==> config.mk <==
export PLATFORM = sky130hd
export DESIGN_NAME = byte_add_and_alu
export DESIGN_NICKNAME = d
export VERILOG_FILES = /design/src/rtl/byte_alu_pkg.sv /design/src/rtl/alu_opcode_decode.sv /design/src/rtl/alu_byte_core.sv /design/src/rtl/byte_add_and_alu.sv
export SDC_FILE = /design/constraint.sdc
export NUM_CORES = 1
export LEC_CHECK = 0
export ABC_AREA = 1
export BUFFER_PORTS_ARGS = -buffer_cell sky130_fd_sc_hd__buf_2
export CAP_MARGIN = 20
export CORE_UTILIZATION = 47
export DETAILED_ROUTE_END_ITERATION = 8
export HOLD_SLACK_MARGIN = 0.06
export PLACE_DENSITY = 0.76
export SYNTH_ARGS = -nofsm -noshare
export SYNTH_HDL_FRONTEND = slang
export SYNTH_SLANG_ARGS = --single-unit
==> constraint.sdc <==
create_clock -name i_clk -period 1.9 [get_ports i_clk]
set_clock_uncertainty 0.2 [all_clocks]
set_input_delay 0 -clock i_clk [delete_from_list [all_inputs] [get_ports i_clk]]
set_output_delay 0 -clock i_clk [all_outputs]
set_load 0.005 [all_outputs]
==> src/rtl/byte_alu_pkg.sv <==
package byte_alu_pkg;

  // register port indexes
  localparam logic [3:0] REG_FLAGS   = 4'h0;
  localparam logic [3:0] REG_RESULT  = 4'h1;
  localparam logic [3:0] REG_LAST_OP = 4'h2;
  localparam logic [3:0] REG_STATUS  = 4'h3;
  localparam logic [3:0] REG_CTRL    = 4'h4;

  // condition flag positions inside the flag register
  localparam int FLAG_C = 7;
  localparam int FLAG_Z = 6;
  localparam int FLAG_S = 5;
  localparam int FLAG_V = 4;
  localparam int FLAG_D = 3;
  localparam int FLAG_H = 2;
  localparam logic [7:0] FLAGS_MASK  = 8'hfc;
  localparam logic [7:0] FLAGS_RESET = 8'h00;

  // status and control bits
  localparam int STAT_BUSY     = 0;
  localparam int STAT_ILLEGAL  = 1;
  localparam int STAT_LAST_ADD = 2;
  localparam int CTRL_ENABLE   = 0;
  localparam logic [7:0] CTRL_RESET = 8'h01;

  // opcode nibbles
  localparam logic [3:0] ADD_HI   = 4'h0;
  localparam logic [3:0] AND_HI   = 4'h5;
  localparam logic [3:0] LO_R_R   = 4'h2;
  localparam logic [3:0] LO_R_IR  = 4'h3;
  localparam logic [3:0] LO_IR_IM = 4'h7;

  // execution lengths in clock cycles
  localparam logic [3:0] CYC_SHORT = 4'h6;
  localparam logic [3:0] CYC_LONG  = 4'ha;

  // upper nibble that marks a working register designator
  localparam logic [3:0] WORKING_NIBBLE = 4'he;

  typedef enum logic {OP_ADD, OP_AND} alu_op_t;
  typedef enum logic {ST_IDLE, ST_EXEC} exec_state_t;

  // returns {is_working, working register number}
  function automatic logic [4:0] wreg_decode(input logic [7:0] addr);
    wreg_decode = {(addr[7:4] == WORKING_NIBBLE), addr[3:0]};
  endfunction

endpackage

==> src/rtl/alu_opcode_decode.sv <==
`timescale 1ns/10ps
module alu_opcode_decode
  import byte_alu_pkg::*;
(
  input  wire logic [7:0] i_opcode,
  output logic            o_valid,
  output alu_op_t         o_op,
  output logic [3:0]      o_cycles,
  output logic            o_dst_short
);

  logic [3:0] hi;
  logic [3:0] lo;

  always_comb begin
    hi          = i_opcode[7:4];
    lo          = i_opcode[3:0];
    o_valid     = ((hi == ADD_HI) || (hi == AND_HI)) && (lo >= LO_R_R) && (lo <= LO_IR_IM);
    o_op        = (hi == AND_HI) ? OP_AND : OP_ADD;
    // working-register forms run short, register forms long
    o_dst_short = (lo <= LO_R_IR);
    o_cycles    = o_dst_short ? CYC_SHORT : CYC_LONG;
  end

endmodule

==> src/rtl/alu_byte_core.sv <==
`timescale 1ns/10ps
module alu_byte_core
  import byte_alu_pkg::*;
(
  input  wire logic [7:0] i_dst,
  input  wire logic [7:0] i_src,
  input  alu_op_t         i_op,
  input  wire logic [7:0] i_flags,
  output logic [7:0]      o_result,
  output logic [7:0]      o_flags
);

  logic [8:0] sum9;
  logic [4:0] low5;

  always_comb begin
    sum9    = {1'b0, i_dst} + {1'b0, i_src};
    low5    = {1'b0, i_dst[3:0]} + {1'b0, i_src[3:0]};
    o_flags = i_flags & FLAGS_MASK;
    if (i_op == OP_ADD) begin
      o_result       = sum9[7:0];
      o_flags[FLAG_C] = sum9[8];
      o_flags[FLAG_S] = sum9[7];
      o_flags[FLAG_V] = (i_dst[7] == i_src[7]) && (sum9[7] != i_dst[7]);
      o_flags[FLAG_D] = 1'b0;
      o_flags[FLAG_H] = low5[4];
    end else begin
      // carry, half-carry and decimal-adjust pass through untouched
      o_result       = i_dst & i_src;
      o_flags[FLAG_S] = o_result[7];
      o_flags[FLAG_V] = 1'b0;
    end
    o_flags[FLAG_Z] = (o_result == 8'h00);
  end

endmodule

==> src/rtl/byte_add_and_alu.sv <==
`timescale 1ns/10ps
module byte_add_and_alu
  import byte_alu_pkg::*;
(
  input  wire logic       i_clk,
  input  wire logic       i_nrst,
  // sequencer side
  input  wire logic       i_issue,
  input  wire logic [7:0] i_opcode,
  input  wire logic [7:0] i_dst_addr,
  input  wire logic [7:0] i_src_addr,
  input  wire logic [7:0] i_dst_data,
  input  wire logic [7:0] i_src_data,
  output logic            o_busy,
  output logic            o_done,
  output logic            o_illegal,
  output logic [7:0]      o_wr_addr,
  output logic [7:0]      o_wr_data,
  output logic            o_wr_working,
  output logic [3:0]      o_wr_wnum,
  output logic            o_src_working,
  output logic [3:0]      o_src_wnum,
  output logic [7:0]      o_flags,
  // register port
  input  wire logic [3:0] i_reg_addr,
  input  wire logic [7:0] i_reg_wdata,
  input  wire logic       i_reg_wr,
  input  wire logic       i_reg_rd,
  output logic [7:0]      o_reg_rdata
);

  exec_state_t state;
  logic [3:0]  cnt;
  logic [7:0]  dst_q;
  logic [7:0]  src_q;
  logic [7:0]  dst_addr_q;
  alu_op_t     op_q;
  logic        dst_short_q;
  logic [7:0]  ctrl;
  logic [7:0]  result;
  logic [7:0]  last_op;
  logic        last_add;
  logic        illegal_sticky;

  logic        dec_valid;
  alu_op_t     dec_op;
  logic [3:0]  dec_cycles;
  logic        dec_dst_short;
  logic [7:0]  core_result;
  logic [7:0]  core_flags;

  logic        offer;
  logic        take_ok;
  logic        take_bad;
  logic        finish;
  logic [4:0]  dst_dec;
  logic [4:0]  src_dec;

  alu_opcode_decode u_decode (
    .i_opcode    (i_opcode),
    .o_valid     (dec_valid),
    .o_op        (dec_op),
    .o_cycles    (dec_cycles),
    .o_dst_short (dec_dst_short)
  );

  alu_byte_core u_core (
    .i_dst    (dst_q),
    .i_src    (src_q),
    .i_op     (op_q),
    .i_flags  (o_flags),
    .o_result (core_result),
    .o_flags  (core_flags)
  );

  always_comb begin
    offer    = i_issue && (state == ST_IDLE) && ctrl[CTRL_ENABLE];
    take_ok  = offer && dec_valid;
    take_bad = offer && !dec_valid;
    finish   = (state == ST_EXEC) && (cnt == 4'h0);
    dst_dec  = wreg_decode(dst_addr_q);
    src_dec  = wreg_decode(i_src_addr);
  end

  // execution sequencing: the count runs the documented instruction length
  always_ff @(posedge i_clk) begin
    if (!i_nrst) begin
      state  <= ST_IDLE;
      cnt    <= 4'h0;
      o_busy <= 1'b0;
    end else begin
      case (state)
        ST_IDLE: begin
          if (take_ok) begin
            state  <= ST_EXEC;
            cnt    <= dec_cycles - 4'h1;
            o_busy <= 1'b1;
          end
        end
        ST_EXEC: begin
          if (cnt == 4'h0) begin
            state  <= ST_IDLE;
            o_busy <= 1'b0;
          end else begin
            cnt <= cnt - 4'h1;
          end
        end
        default: begin
          state  <= ST_IDLE;
          o_busy <= 1'b0;
        end
      endcase
    end
  end

  // operand capture at issue
  always_ff @(posedge i_clk) begin
    if (!i_nrst) begin
      dst_q         <= 8'h00;
      src_q         <= 8'h00;
      dst_addr_q    <= 8'h00;
      op_q          <= OP_ADD;
      dst_short_q   <= 1'b0;
      last_op       <= 8'h00;
      o_src_working <= 1'b0;
      o_src_wnum    <= 4'h0;
    end else if (take_ok) begin
      dst_q         <= i_dst_data;
      src_q         <= i_src_data;
      dst_addr_q    <= i_dst_addr;
      op_q          <= dec_op;
      dst_short_q   <= dec_dst_short;
      last_op       <= i_opcode;
      o_src_working <= dec_dst_short | src_dec[4];
      o_src_wnum    <= src_dec[3:0];
    end
  end

  // result write-back goes to the destination only; source is never written
  always_ff @(posedge i_clk) begin
    if (!i_nrst) begin
      o_done       <= 1'b0;
      o_wr_addr    <= 8'h00;
      o_wr_data    <= 8'h00;
      o_wr_working <= 1'b0;
      o_wr_wnum    <= 4'h0;
      result       <= 8'h00;
      last_add     <= 1'b0;
    end else begin
      o_done <= finish;
      if (finish) begin
        o_wr_data <= core_result;
        result    <= core_result;
        last_add  <= (op_q == OP_ADD);
        if (dst_short_q) begin
          // short forms carry a bare 4-bit register number
          o_wr_addr    <= {WORKING_NIBBLE, dst_addr_q[3:0]};
          o_wr_working <= 1'b1;
          o_wr_wnum    <= dst_addr_q[3:0];
        end else begin
          o_wr_addr    <= dst_addr_q;
          o_wr_working <= dst_dec[4];
          o_wr_wnum    <= dst_dec[3:0];
        end
      end
    end
  end

  // flags: an instruction completing wins over a software write
  always_ff @(posedge i_clk) begin
    if (!i_nrst) begin
      o_flags <= FLAGS_RESET;
    end else if (finish) begin
      o_flags <= core_flags;
    end else if (i_reg_wr && (i_reg_addr == REG_FLAGS)) begin
      o_flags <= i_reg_wdata & FLAGS_MASK;
    end
  end

  always_ff @(posedge i_clk) begin
    if (!i_nrst) begin
      o_illegal <= 1'b0;
    end else begin
      o_illegal <= take_bad;
    end
  end

  // sticky illegal flag: a new refusal wins over a clear in the same cycle
  always_ff @(posedge i_clk) begin
    if (!i_nrst) begin
      illegal_sticky <= 1'b0;
    end else if (take_bad) begin
      illegal_sticky <= 1'b1;
    end else if (i_reg_wr && (i_reg_addr == REG_STATUS) && i_reg_wdata[STAT_ILLEGAL]) begin
      illegal_sticky <= 1'b0;
    end
  end

  always_ff @(posedge i_clk) begin
    if (!i_nrst) begin
      ctrl <= CTRL_RESET;
    end else if (i_reg_wr && (i_reg_addr == REG_CTRL)) begin
      ctrl <= {7'h00, i_reg_wdata[CTRL_ENABLE]};
    end
  end

  always_ff @(posedge i_clk) begin
    if (!i_nrst) begin
      o_reg_rdata <= 8'h00;
    end else if (i_reg_rd) begin
      if (i_reg_addr == REG_FLAGS) begin
        o_reg_rdata <= o_flags;
      end else if (i_reg_addr == REG_RESULT) begin
        o_reg_rdata <= result;
      end else if (i_reg_addr == REG_LAST_OP) begin
        o_reg_rdata <= last_op;
      end else if (i_reg_addr == REG_STATUS) begin
        o_reg_rdata <= {5'h00, last_add, illegal_sticky, o_busy};
      end else if (i_reg_addr == REG_CTRL) begin
        o_reg_rdata <= ctrl;
      end else begin
        o_reg_rdata <= 8'h00;
      end
    end else begin
      o_reg_rdata <= 8'h00;
    end
  end

  // checks
  logic add_done;
  logic and_done;
  logic [8:0] chk_sum9;
  logic [4:0] chk_low5;

  always_comb begin
    add_done = o_done && last_add;
    and_done = o_done && !last_add;
    chk_sum9 = {1'b0, dst_q} + {1'b0, src_q};
    chk_low5 = {1'b0, dst_q[3:0]} + {1'b0, src_q[3:0]};
  end
endmodule

==> results.cfg, run 1 <==
[setup_path]
crit_type = flip-flop to flip-flop
path_buf_inv = 4
path_cells = ha_4, inv_2, fa_2, inv_2, nand2_2, nand2_4, buf_4, nand2_2, nor3_2, o21ai_1, nand3_1, o211ai_1, inv_1
worstPathMaxFanout = 4
critPathLaunch = src_q[0]
cp-start-kind = flip-flop
end_kind = flip-flop
rr_worst_depth = 13
crit_required_ns = 1.99
r2r_end = o_flags[7]
crit_slowest_cell = dfxtp_4
max_stage_delay_ns = 0.36
path_delay_family = adder cells
regToRegSetupSlack_ns = -0.08
worstPathArrival_ns = 2.07
r2r_start = src_q[0]
cp-endpoint = o_flags[7]
path_depth = 13

[clock_network]
cts-root-buf = clkbuf_8
clk_path_buf_depth = 2
numClockSinks = 81
clkLatencyLatePin_ns = 0.35
htree_levels = 3
cts_tree = done
clk_pin_slew_ns = 0.08
cts_made_buffers = 9

[synthesis]
ys_types = 32
synth_top_cell_by_area = dfxtp_1
synth_mux_area_share_pct = 0
synth.area.top_cells = dfxtp_1 44%, o21ai_0 9.1%, nor2_1 8.9%
yosysWarnings = 0
synth-simple-area-share_pct = 23.1
postSynthCellCount = 498
syn_area_sq_um = 3650
synth_area_per_cell_sq_um = 7.32
synth_top_family_by_area = simple AND/OR/NAND/NOR gates
synth_compound_area_share_pct = 18.6
synth_fa_ha_area_share_pct = 3.64
synthDominantCellAreaShare_pct = 44.5
synth-xor-area-share_pct = 0.240
ys_ff_latch = 81
yosysSeqAreaShare_pct = 44.5

[global_route]
grt_usage_pct = 25.7
grt_pass1_vias = 3738
antenna_found_initial = 0
grt_pass1_wl_um = 16800
grt_max_degree = 46
overflow = 0

[pwr]
p_comb_share_pct = 10.1
clkPwrFrac_pct = 39.2
vdd_drop_max_v = 0.000505
seqPwrFrac_pct = 50.7
leakage_uw = 0.00241
intPower_uw = 2680
switching_power_uw = 753
power.density_nw_per_um2 = 660
switching_share_pct = 22.0

[floorplan]
rows = 31
num_io_pins = 102
die_h_um = 90.1
die_area_sq_um = 8120
initial_utilization_pct = 49.5
dieWidth_um = 90.1
coreArea_sq_um = 7370

[sta]
finalSetupViolCount = 3
period_share_pct = 104
hold_viol = 0
fmax_mhz = 506
rsz0062_at_grt = true
layout_setup_ws_ns = -0.0782
slew_violations = 0
hold_ws_ns = 0.0919
period_minus_slack_ns = 1.98
finalSetupTns_ns = -0.156

[final_layout]
finalNetCount = 730
final_area_sq_um = 5200
drive_gt1_share_pct = 25.5
num_antenna_cells = 0
fill_cells = 591
area_growth_pct = 42.5

[placement]
dp.final_hpwl_um = 6430
gp_congestion = 0.900
dpl-instance-area_sq_um = 4290
pre_cts_ws_ns = -0.225
io_buffer_count = 99

[routing]
met3_wirelength_um = 589
ant_nets = 0
wl_um = 10300
vias = 3904
drt_iter0_markers = 198
vias_per_cell = 5.10
wl_per_cell_um = 13.4
drc = 0
wl_met2_um = 5190
top_layer = met4
m1WireLength_um = 4300
drt_first_pass_iters = 4

[worst_hold_path]
hold_path.class = input port to flip-flop
hold-path-cell-count = 6

[run]
max_cap_violations = 0

[outcome]
status = finished with violations
violations = negative setup slack
power groups by stage:
stage                     Clock [uW]  Combinational (uW)  Sequential (uW)
after floorplan                    0                 132             1780
after global placement             0                 236             1780
after detailed placement           0                 242             1780
after CTS                       1370                 327             1740
after global routing            1450                 379             1740
final                           1340                 346             1740
Yosys cell counts:
master	count
nor2_1	86
dfxtp_1	81
nand2_1	70
o21ai_0	66
inv_1	51
a21oi_1	42
nand3_1	24
clkbuf_1	10
buf_4	9
ha_1	9
buf_2	6
nor3_1	6
a31oi_1	5
nand4_1	4
o211ai_1	4
o22ai_1	4
buf_6	3
nand3b_1	2
o21ai_1	2
or2_2	2
a221oi_1	1
a31o_2	1
conb_1	1
fa_1	1
nand2_4	1
nor2_4	1
nor3_4	1
o21a_1	1
o21ai_4	1
or2_0	1
or2_4	1
xor2_1	1
through the flow:
step           util, %  std cells  power, uW
3_3_place_gp      58.2        690       2010
5_1_grt           70.5        766       3570
4_1_cts           69.2        763       3430
6_report          70.5        766       3430
2_1_floorplan        -        499       1910
3_5_place_dp      58.2        690       2020
sequential cells by signal, summed over array words and instances, names as in the netlist, 4 cells and up:
register and cells:
dst_addr_q 8, dst_q 8, last_op 8, o_reg_rdata 8, o_wr_addr 8, result 8
src_q 8, o_flags 6, cnt 4, o_src_wnum 4
final cells by class:
cell class                 instances  area [sq um]  area share (%)
multi-input combinational        339          1760            33.8
sequential                        81          1630            31.3
timing repair buffer             181          1290            24.8
inverter                          51           191            3.68
clock buffer                      12           145            2.79
tap                               99           124            2.38
clock inverter                     3          65.1            1.25
layout by cell type, fill, tap and decap left out, types with 5 or more instances in the layout:
cell type,n
a21oi_1,39
a31oi_1,5
buf_2,99
buf_4,23
clkbuf_8,10
dfxtp_1,78
dlygate4sd3_1,54
ha_1,5
inv_1,47
nand2_1,65
nand3_1,24
nor2_1,85
nor3_1,5
o21ai_0,63
worst register-to-register path: cells and delay by family, from the launching register on:
kind | cells | cell delay (ns)
flops | 1 | 0.36
compound gates | 2 | 0.18
buf+inv | 4 | 0.30
fa+ha+maj | 2 | 0.47
simple gates | 5 | 0.41
logic make-up (layout without fill, tap and decap cells):
family,after synthesis,after routing
xor+xnor,1,1
buf+inv,79,247
fa+ha+maj,10,10
flops,81,81
compound gates,127,127
simple gates,199,199
other cells,1,2
how the worst min path moves through the flow:
stage / to / startpoint
after global routing: last_op[3] / i_opcode[6]
final: last_op[5] / i_opcode[6]
after global placement: o_src_working / i_opcode[2]
after CTS: last_op[3] / i_opcode[6]
after floorplan: o_src_working / i_opcode[2]
after detailed placement: o_src_working / i_opcode[2]
routing by layer:
layer | GRT usage [%] | vias to the layer above
met5 | 0 | -
met4 | 10.3 | 0
met3 | 5.25 | 18
met2 | 46.8 | 149
met1 | 29.1 | 1781
li1 | - | 1956
repair_timing:
item,CTS,global route
pin swaps,8,9
gates resized for setup,11,22
hold endpoints to repair,76,3
cloned,0,0
endpoints found under the setup margin,4,39
buffers inserted,2,4
hold buffers,56,1
No activity file was read; power rests on OpenSTA's default activity.
==> run 2, diff against run 1 <==
--- a/config.mk
+++ b/config.mk
@@ -11,7 +11,8 @@
 export CORE_UTILIZATION = 47
 export DETAILED_ROUTE_END_ITERATION = 8
 export HOLD_SLACK_MARGIN = 0.06
-export PLACE_DENSITY = 0.76
+export PLACE_DENSITY = 0.77
+export SETUP_SLACK_MARGIN = 0.1
 export SYNTH_ARGS = -nofsm -noshare
 export SYNTH_HDL_FRONTEND = slang
 export SYNTH_SLANG_ARGS = --single-unit
==> results.cfg, run 2 (synthesis results as in run 1) <==
[outcome]
status = finished with violations
violations = negative setup slack

[setup_path]
path_cells = ha_4, inv_2, fa_2, inv_2, nand2_2, nand2_2, buf_4, buf_4, buf_4, buf_4, nand3_2, a31oi_1
crit_required_ns = 1.99
cpMostUsedCell = buf_4
worstPathArrival_ns = 2.10
max_stage_delay_ns = 0.36
r2r_end = o_flags[2]
path_buf_inv = 6
rr_worst_depth = 12
cp-start-kind = flip-flop
crit_slowest_cell = dfxtp_2
regToRegSetupSlack_ns = -0.11
worstPathMaxFanout = 4
path_delay_family = buffers and inverters
crit_type = flip-flop to flip-flop
r2r_start = src_q[0]
end_kind = flip-flop

[floorplan]
num_io_pins = 102
die_h_um = 90.1
coreArea_sq_um = 7370
die_area_sq_um = 8120
dieWidth_um = 90.1
initial_utilization_pct = 49.5
rows = 31

[routing]
vias_per_cell = 5.13
vias = 3958
ant_nets = 0
drt_first_pass_iters = 4
drc = 0
wl_per_cell_um = 14.2
drt_iter0_markers = 308
wl_um = 11000

[final_layout]
num_antenna_cells = 0
final_util_pct = 72.2
area_growth_pct = 45.9
drive_gt1_share_pct = 28.6
final_area_sq_um = 5320
layout_common_cells = 98 x buf_2, 83 x nor2_1, 71 x dfxtp_1, 61 x o21ai_0, 61 x dlygate4sd3_1
finalNetCount = 734
final_common_cell = buf_2

[sta]
relSlewSlack_pct = 54.2
period_share_pct = 106
period_minus_slack_ns = 2.01
fmax_mhz = 497
slew_violations = 0
finalSetupViolCount = 6
hold_viol = 0
rsz0062_at_grt = true
layout_setup_ws_ns = -0.113
worst_pin_slew_ns = 0.687

[clock_network]
clk_pin_slew_ns = 0.09
clkLatencyLatePin_ns = 0.35
cts_made_buffers = 9
numClockSinks = 81
clk_path_buf_depth = 2
htree_levels = 3
cts-root-buf = clkbuf_8
cts_tree = done

[worst_hold_path]
hold_path.class = input port to flip-flop
min_from = i_nrst
hold_end = o_done
hold-path-cell-count = 3

[global_route]
grt_pass1_wl_um = 16800
overflow = 0
grt_max_degree = 39
grt_usage_pct = 25.7
antenna_found_initial = 0
grt_pass1_vias = 3732

[pwr]
power_uw = 3400
vdd_drop_max_v = 0.000369
power.density_nw_per_um2 = 639
leakage_uw = 0.00240

[placement]
gp_congestion = 0.897
io_buffer_count = 99
dpl-instance-area_sq_um = 4240
dp.final_hpwl_um = 6250

[run]
max_cap_violations = 0
[run 2: cell count changes in the layout (fill, tap and decap cells not counted), sizes merged]
| cell | delta |
|---|---|
| inv | +2 |
| buf | -4 |
| bufinv | -1 |
| clkinvlp | +4 |
| clkbuf | -3 |
| clkinv | +1 |
| dlygate4sd3 | +7 |
| dlymetal6s4s | -1 |
[run 2: worst min-delay path, stage by stage]
cell and delay [ns]:
buf_2 0.11, inv_1 0.29, nor2_1 0.18
[run 2: metrics by stage]
step                cells  TNS, ns  worst slack (ns)  hold WS, ns
finish                771   -0.279            -0.113       0.0722
global route          771   -0.803            -0.224       0.0860
CTS                   762  -0.0677           -0.0437       0.0431
detailed placement    681  -0.0761           -0.0747       0.0528
global placement      681  -0.0432           -0.0432       0.0423
floorplan             499        0            0.0602      -0.0998
[run 2: power by group]
part | total (uW) | switching [uW] | internal, uW
Combinational | 356 | 166 | 191
Sequential | 1740 | 18.8 | 1720
Clock | 1300 | 681 | 621
[run 2: metal layers]
| metal | up-vias | track usage, % | wire (um) |
|---|---|---|---|
| li1 | 1962 | - | - |
| met1 | 1806 | 31.3 | 4640 |
| met2 | 169 | 44.8 | 5450 |
| met3 | 21 | 3.81 | 690 |
| met4 | 0 | 11.6 | 210 |
| met5 | - | 0 | 0 |
[run 2: final cells by class]
type	instances	area [sq um]
repair buffers	183	1330
repair inverters	2	15.0
multi-input cells	339	1830
fillers	582	2050
well taps	99	124
flip-flops and latches	81	1630
inverters	51	195
clock inverters	7	77.6
clock buffers	9	124
[run 2: repair_timing]
action	CTS	global route
buffers inserted	4	7
resized for setup	11	39
cloned	1	1
endpoints found under the hold margin	62	31
pin swaps	3	9
hold buffers	60	5
setup endpoints to repair	15	72
[run 2: worst max-delay path by stage]
stage	slack [ns]	start	cells past startpoint	end
finish	-0.11	src_q[0]	12	o_flags[2]
global route	-0.22	src_q[0]	14	o_flags[6]
CTS	-0.04	src_q[0]	14	o_flags[6]
detailed placement	-0.07	src_q[0]	14	o_flags[6]
global placement	-0.04	src_q[0]	14	o_flags[6]
floorplan	0.06	src_q[0]	14	o_flags[6]
